## src/hdl/gpio_port_pkg.sv

```systemverilog
// constants shared by the eight-pin port and its pin synchroniser
// assumes a single 200 MHz system clock and a small byte-wide register port
package gpio_port_pkg;

   // ----------------------------------------------------------------
   // widths
   // ----------------------------------------------------------------
   localparam int PORT_WIDTH = 8;
   localparam int ADDR_WIDTH = 3;
   localparam int SYNC_STAGES = 2;

   // ----------------------------------------------------------------
   // register offsets
   // ----------------------------------------------------------------
   localparam logic [2:0] OFFSET_PIN_DATA       = 3'h0;
   localparam logic [2:0] OFFSET_DIRECTION      = 3'h1;
   localparam logic [2:0] OFFSET_ANALOG_SELECT  = 3'h2;
   localparam logic [2:0] OFFSET_TOUCH_SELECT   = 3'h3;
   localparam logic [2:0] OFFSET_PIN_BIT_UPDATE = 3'h4;

   // ----------------------------------------------------------------
   // field positions
   // ----------------------------------------------------------------
   localparam int BIT_INDEX_LSB    = 0;
   localparam int BIT_INDEX_MSB    = 2;
   localparam int BIT_VALUE_POS    = 3;
   localparam int TOUCH_CHAN_LSB   = 0;
   localparam int TOUCH_CHAN_MSB   = 2;
   localparam int TOUCH_ENABLE_POS = 3;

   // ----------------------------------------------------------------
   // reset values
   // ----------------------------------------------------------------
   localparam logic [7:0] DIRECTION_RESET     = 8'hff;
   localparam logic [7:0] ANALOG_SELECT_RESET = 8'hff;
   localparam logic [7:0] LATCH_RESET         = 8'h00;
   localparam logic [3:0] TOUCH_SELECT_RESET  = 4'h0;
   localparam logic [7:0] ALL_ZERO            = 8'h00;
   localparam logic [7:0] ALL_ONE             = 8'hff;

endpackage

```

## src/hdl/gpio_port.sv

```systemverilog
// eight-pin bidirectional port with direction, output latch and analog select
// assumes a register master that never waits and pins that resolve oe_n externally
//
// Our own choices: the plain strobed port and the address map.

// Behaviour
// - eight pins, each with direction, data, analog
// - direction one makes pin a tristated input
// - direction zero drives latch value onto pin
// - read returns pin levels, write sets latch
// - single-bit updates are read-modify-write on pin levels
// - direction controls drivers even on analog pins
// - analog pins always read as zero
// - analog select disables digital input buffer
// - analog select changes digital output only through single-bit updates
// - absent port: registers read zero, unimplemented
// - each pin selectable as touch sense input
// - reset sets direction and analog to ones
module gpio_port
#(
   parameter bit PORT_PRESENT = 1'b1
)
(
   // clock and reset
   input  wire logic       mclk,
   input  wire logic       reset_n,
   // register port
   input  wire logic [2:0] reg_addr,
   input  wire logic [7:0] reg_wdata,
   input  wire logic       reg_write,
   input  wire logic       reg_read,
   output logic      [7:0] reg_rdata,
   // port pins
   input  wire logic [7:0] pin_in,
   output logic      [7:0] pin_out,
   output logic      [7:0] pin_oe_n,
   // analog side
   output logic      [7:0] analog_enable,
   output logic      [7:0] touch_sense_enable
);

   // ----------------------------------------------------------------
   // reset release
   // ----------------------------------------------------------------
   logic reset_meta_n;
   logic rst_n_sync;

   // release is delayed two edges so no flop sees a ragged deassertion
   always_ff @(posedge mclk or negedge reset_n)
   begin
      if (!reset_n)
      begin
         reset_meta_n <= 1'b0;
         rst_n_sync   <= 1'b0;
      end
      else
      begin
         reset_meta_n <= 1'b1;
         rst_n_sync   <= reset_meta_n;
      end
   end

   // ----------------------------------------------------------------
   // register state
   // ----------------------------------------------------------------
   logic [7:0] port_output_latch;
   logic [7:0] port_direction;
   logic [7:0] port_analog_select;
   logic [3:0] touch_select;
   logic [7:0] pin_level_sync;
   logic [7:0] digital_level;
   logic [7:0] next_latch;
   logic [7:0] touch_onehot;

   logic wr_data;
   logic wr_direction;
   logic wr_analog;
   logic wr_touch;
   logic wr_bit;

   // an absent port takes no writes at all
   assign wr_data      = PORT_PRESENT && reg_write
                         && (reg_addr == gpio_port_pkg::OFFSET_PIN_DATA);
   assign wr_direction = PORT_PRESENT && reg_write
                         && (reg_addr == gpio_port_pkg::OFFSET_DIRECTION);
   assign wr_analog    = PORT_PRESENT && reg_write
                         && (reg_addr == gpio_port_pkg::OFFSET_ANALOG_SELECT);
   assign wr_touch     = PORT_PRESENT && reg_write
                         && (reg_addr == gpio_port_pkg::OFFSET_TOUCH_SELECT);
   assign wr_bit       = PORT_PRESENT && reg_write
                         && (reg_addr == gpio_port_pkg::OFFSET_PIN_BIT_UPDATE);

   // ----------------------------------------------------------------
   // pin input path
   // ----------------------------------------------------------------
   pin_sync u_pin_sync
   (
      .mclk           (mclk),
      .rst_n          (rst_n_sync),
      .pin_level_raw  (pin_in),
      .pin_level_sync (pin_level_sync)
   );

   // analog pins have their digital input buffer off, so they read low
   assign digital_level = pin_level_sync & ~port_analog_select;

   // ----------------------------------------------------------------
   // output latch, read-modify-write
   // ----------------------------------------------------------------
   // the modification starts from the pin levels, not from the latch;
   // an output pin held by a strong load or set analog can flip its
   // latch bit on a single-bit update, just as the real port does
   always_comb
   begin
      next_latch = digital_level;
      if (wr_data)
         next_latch = reg_wdata;
      else if (wr_bit)
         next_latch[reg_wdata[gpio_port_pkg::BIT_INDEX_MSB:gpio_port_pkg::BIT_INDEX_LSB]]
            = reg_wdata[gpio_port_pkg::BIT_VALUE_POS];
   end

   // the latch content after reset is undefined to software; zero is chosen
   always_ff @(posedge mclk or negedge rst_n_sync)
   begin
      if (!rst_n_sync)
         port_output_latch <= gpio_port_pkg::LATCH_RESET;
      else if (wr_data || wr_bit)
         port_output_latch <= next_latch;
   end

   // ----------------------------------------------------------------
   // direction and analog select
   // ----------------------------------------------------------------
   always_ff @(posedge mclk or negedge rst_n_sync)
   begin
      if (!rst_n_sync)
         port_direction <= gpio_port_pkg::DIRECTION_RESET;
      else if (wr_direction)
         port_direction <= reg_wdata;
   end

   always_ff @(posedge mclk or negedge rst_n_sync)
   begin
      if (!rst_n_sync)
         port_analog_select <= gpio_port_pkg::ANALOG_SELECT_RESET;
      else if (wr_analog)
         port_analog_select <= reg_wdata;
   end

   always_ff @(posedge mclk or negedge rst_n_sync)
   begin
      if (!rst_n_sync)
         touch_select <= gpio_port_pkg::TOUCH_SELECT_RESET;
      else if (wr_touch)
         touch_select <= reg_wdata[3:0];
   end

   // ----------------------------------------------------------------
   // pin drivers, per pin
   // ----------------------------------------------------------------
   for (genvar i = 0; i < gpio_port_pkg::PORT_WIDTH; i++)
   begin : g_pin
      // analog select is not in this path: drivers follow direction only
      assign pin_oe_n[i] = PORT_PRESENT ? port_direction[i] : 1'b1;
      assign pin_out[i]  = port_output_latch[i];
      assign analog_enable[i] = PORT_PRESENT && port_analog_select[i];
      assign touch_onehot[i]  = (touch_select[gpio_port_pkg::TOUCH_CHAN_MSB:
                                              gpio_port_pkg::TOUCH_CHAN_LSB] == 3'(i));
      // a pin joins the touch oscillator only while it is analog
      assign touch_sense_enable[i] = analog_enable[i] && touch_onehot[i]
                                     && touch_select[gpio_port_pkg::TOUCH_ENABLE_POS];
   end

   // ----------------------------------------------------------------
   // read path
   // ----------------------------------------------------------------
   // read data stand in the cycle after the strobe only
   always_ff @(posedge mclk or negedge rst_n_sync)
   begin
      if (!rst_n_sync)
         reg_rdata <= gpio_port_pkg::ALL_ZERO;
      else if (reg_read && PORT_PRESENT)
      begin
         case (reg_addr)
            gpio_port_pkg::OFFSET_PIN_DATA:      reg_rdata <= digital_level;
            gpio_port_pkg::OFFSET_DIRECTION:     reg_rdata <= port_direction;
            gpio_port_pkg::OFFSET_ANALOG_SELECT: reg_rdata <= port_analog_select;
            gpio_port_pkg::OFFSET_TOUCH_SELECT:  reg_rdata <= {4'h0, touch_select};
            default:                             reg_rdata <= gpio_port_pkg::ALL_ZERO;
         endcase
      end
      else
         reg_rdata <= gpio_port_pkg::ALL_ZERO;
   end

   logic [7:0] past_level_1;
   logic [7:0] past_level_2;

   // pin history two edges back, for the synchroniser delay check
   always_ff @(posedge mclk or negedge rst_n_sync)
   begin
      if (!rst_n_sync)
      begin
         past_level_1 <= gpio_port_pkg::ALL_ZERO;
         past_level_2 <= gpio_port_pkg::ALL_ZERO;
      end
      else
      begin
         past_level_1 <= pin_in;
         past_level_2 <= past_level_1;
      end
   end

   logic [1:0] sync_age;

   always_ff @(posedge mclk or negedge rst_n_sync)
   begin
      if (!rst_n_sync)
         sync_age <= 2'h0;
      else if (sync_age != 2'h3)
         sync_age <= sync_age + 2'h1;
   end
endmodule

```

## src/hdl/pin_sync.sv

```systemverilog
// two-stage synchroniser for the eight port pin levels
// assumes pins change asynchronously to mclk; reset already synchronised
module pin_sync
(
   // clock and reset
   input  wire logic       mclk,
   input  wire logic       rst_n,
   // pins in, synchronised levels out
   input  wire logic [7:0] pin_level_raw,
   output logic      [7:0] pin_level_sync
);

   // ----------------------------------------------------------------
   // one pair of flops per pin
   // ----------------------------------------------------------------
   logic [7:0] stage_first;

   for (genvar i = 0; i < gpio_port_pkg::PORT_WIDTH; i++)
   begin : g_bit
      // the first stage feeds only the second one
      always_ff @(posedge mclk or negedge rst_n)
      begin
         if (!rst_n)
         begin
            stage_first[i]    <= 1'b0;
            pin_level_sync[i] <= 1'b0;
         end
         else
         begin
            stage_first[i]    <= pin_level_raw[i];
            pin_level_sync[i] <= stage_first[i];
         end
      end
   end

endmodule

```

## config.mk

```make
export PLATFORM = sky130hd
export DESIGN_NAME = gpio_port
export DESIGN_NICKNAME = d
export VERILOG_FILES = /design/src/hdl/gpio_port_pkg.sv /design/src/hdl/gpio_port.sv /design/src/hdl/pin_sync.sv
export SDC_FILE = /design/constraint.sdc
export NUM_CORES = 1
export LEC_CHECK = 0
export BUFFER_PORTS_ARGS = -buffer_cell sky130_fd_sc_hd__buf_2
export CORE_MARGIN = 4
export CORE_UTILIZATION = 25
export DETAILED_ROUTE_END_ITERATION = 10
export PLACE_DENSITY = 0.51
export SLEW_MARGIN = 30
export SYNTH_ARGS = -nofsm -noshare
export SYNTH_HDL_FRONTEND = slang
export SYNTH_SLANG_ARGS = --single-unit
```

## constraint.sdc

```tcl
create_clock -name mclk -period 1.6 [get_ports mclk]
set_input_delay 0.16 -clock mclk [delete_from_list [all_inputs] [get_ports mclk]]
set_output_delay 0.16 -clock mclk [all_outputs]
set_load 0.03 [all_outputs]
```

==> flow_summary.json <==
{
  "worst_path_max_delay_cell": "dfrtp_1",
  "setup_ws_ns": 0.07128,
  "rsz0062_at_grt": "false",
  "cap_viol_max_count": 0,
  "hpwl_um": 4846,
  "ant_nets": 0,
  "first_pass_iters": 4,
  "dr_total_vias": 1839,
  "crit_chain": "nor2b_1, and3_1, buf_2",
  "cp_data_required_time_ns": 1.44,
  "crit_fanout": 7,
  "drt-total-wl_um": 6503,
  "clock_path_buffers": 2,
  "setup_viol": 0,
  "top_layer": "met4",
  "clock_latency_ns": 0.31,
  "grt_overflow": 0,
  "wl_met3_um": 283,
  "rows": 35,
  "ys_warn_count": 0,
  "die_h_um": 107.1,
  "final_util": 0.3286,
  "path_clk_slew_ns": 0.10,
  "cp-end-kind": "primary output",
  "skew_ns": 0.009375,
  "drc_errors": 0,
  "grt_max_degree": 53,
  "cts_tree": "yes",
  "synthAdderAreaFrac": 0,
  "dr_wl_met2_um": 3022,
  "cp-startpoint": "touch_select[0]",
  "worst_ep_arrival_time_ns": 1.37,
  "worst_pin_slew_ns": 0.5179,
  "clock-sinks": 54,
  "min_from": "reg_wdata[5]",
  "final-hold-violation-count": 0,
  "whs_ns": 0.1185,
  "grt_usage": 0.1216,
  "finalCriticalPeriod_ns": 1.529,
  "synth_top_family_by_area": "simple AND/OR/NAND/NOR gates",
  "vias_per_cell": 4.507,
  "max_slew_margin": 0.6547,
  "syn_nets": 228,
  "diodes": 0,
  "r2r-start": "analog_enable[5]",
  "fill_cells": 982,
  "antenna_found_initial": 0,
  "synth_compound_area_frac": 0.09990,
  "max_freq_mhz": 654.1,
  "grt_pass1_wl_um": 10920,
  "synth_xor_xnor_area_share": 0,
  "grt_pass1_vias": 1933,
  "hold_class": "input port to register",
  "clk_root_buffer_cell": "clkbuf_8",
  "ir_drop_v": 0.0003751,
  "cp-start-kind": "register",
  "max_stage_delay_ns": 0.44,
  "multi_input_area_sq_mm": 0.001005,
  "dpl_worst_slack_ns": 0.1342,
  "status": "complete, no violations",
  "cts_made_buffers": 5,
  "coreArea_sq_mm": 0.009415,
  "routabilityCongestion": 0.7619,
  "synth_seq_cells": 54,
  "setup_tns_ns": 0,
  "synth.mux.area_fraction": 0.1101,
  "m1WireLength_um": 3095,
  "seq_area_sq_mm": 0.001373,
  "post_drt_wl_per_cell_um": 15.94,
  "area_delta_synth_final_pct": 26.04,
  "leakagePower_nw": 1.418,
  "power_density_mw_per_mm2": 1135,
  "chipWidth_um": 107.1,
  "netlist_area_sq_mm": 0.002455,
  "synth-seq-area-share": 0.5586,
  "slew_viol_final": 0,
  "io_buffers": 62,
  "postSynthCellCount": 205,
  "final_nets": 301,
  "synth-simple-area-share": 0.1967,
  "fin_crit_sh": 0.9554,
  "drtIter0Drc": 110,
  "dieArea_sq_mm": 0.01147,
  "io_pins": 63,
  "synth_cell_types": 38,
  "critPathKind": "register to primary output",
  "drive_gt1_frac": 0.4695,
  "syn_area_per_cell_sq_um": 11.97,
  "htree_levels": 2,
  "start_util": 0.2607,
  "cts_setup_buffers": 0
}
[routing by layer]
layer  up-vias  global-route usage
li1        868                   -
met1       919              0.1692
met4         0             0.03196
met5         -                   0
met3         8             0.02769
met2        44              0.1899
[cell type report]
class	instances	area share
clock buffers	5	0.02224
clock inverters	3	0.006874
multi-input cells	139	0.3247
flip-flops and latches	54	0.4436
well taps	129	0.05216
repair buffers	78	0.1504
[path summary, 6_finish.rpt]
check | end | slack (ns) | depth (start not counted)
worst max register to register | reg_rdata[5] | 0.36 | 3
min in group asynchronous | rst_n_sync | 0.15 | 2
worst min register to register | u_pin_sync.stage_first[4] | 0.26 | 1
worst max-delay path | touch_sense_enable[5] | 0.07 | 3
worst min-delay path | analog_enable[5] | 0.12 | 2
max in group asynchronous | pin_oe_n[2] | 1.04 | 1
[synth_stat cells (all sizes together)]
cell	instances	area [sq um]
a21boi	1	7.510
o31ai	2	25.02
nor3	1	5.000
nor2b	5	38.78
o21ai	4	20.02
conb	1	3.750
a21oi	8	40.04
dfrtp	38	950.9
nand3	1	5.000
nand2	16	60.06
o221ai	5	43.79
nand2b	11	68.82
a22o	5	43.79
a21o	4	33.79
dfstp	16	420.4
clkbuf	2	7.510
nand3b	1	7.510
or2	1	6.260
nor2	14	52.55
nor3b	7	52.55
buf	10	73.81
mux2	24	270.3
and4b	1	10.01
o221a	2	22.52
and3b	3	26.28
or2b	1	7.510
and3	8	50.05
and4	2	17.52
and2	5	31.28
or3b	5	43.80
o31a	1	8.760
[metrics by stage]
step           instances  power [mW]  instance area [sq um]
2_1_floorplan        205       2.440                   2455
3_3_place_gp         391       2.757                   2912
3_5_place_dp         391       2.770                   2912
4_1_cts              408       3.576                   3092
5_1_grt              408       3.738                   3094
6_report             408       3.512                   3094
[cell usage in the layout, fill, tap and decap left out, types with 2 or more instances in the layout]
master         instances
or3b_1                 2
and2_1                 3
nor2b_1                3
clkbuf_8               5
or3b_2                 3
nor2_1                14
dfrtp_1               37
a21oi_1                8
buf_2                 62
o221a_2                2
mux2_2                24
and3_1                 8
dlygate4sd3_1          9
nor3b_1                7
and2_0                 2
o31ai_2                2
o21ai_0                4
a21o_2                 3
and4_1                 2
nand2b_1              11
dfstp_2               16
nand2_1               16
and3b_1                3
buf_4                  6
a22o_1                 5
o221ai_1               5
[worst max-delay path, delay by kind of cell, from the launching register on]
| family | cells | cell delay (ns) |
|---|---|---|
| buffers and inverters | 1 | 0.20 |
| DFF | 1 | 0.44 |
| and+or+nand+nor | 2 | 0.42 |
[state kept, by name (all words and copies together), names as in the netlist]
register and count:
pin_oe_n 8, u_pin_sync.pin_level_sync 8, analog_enable 8, u_pin_sync.stage_first 8, reset_meta_n 1, pin_out 8, rst_n_sync 1, reg_rdata 8
touch_select 4
[where the power goes]
| group | internal [mW] | leakage, nW | total, mW | switching (mW) |
|---|---|---|---|---|
| Clock | 0.309 | 0.0441 | 0.770 | 0.461 |
| Sequential | 1.61 | 0.633 | 1.78 | 0.161 |
| Combinational | 0.381 | 0.740 | 0.966 | 0.586 |
[kinds of logic (layout without fill, tap and decap cells)]
family | count (synthesis) | in the layout
AND/OR/NAND/NOR | 82 | 82
flip-flops | 54 | 54
AO/OA/AOI/OAI | 32 | 32
buffers and inverters | 12 | 86
multiplexers | 24 | 24
other | 1 | 1
[timing repair]
| item | CTS | global route |
|---|---|---|
| hold buffers | 9 | 0 |
| endpoints found under the setup margin | 0 | 2 |
| endpoints found under the hold margin | 10 | 0 |
| resized for setup | 0 | 1 |
Note: power is estimated with default switching activity, not from simulation.
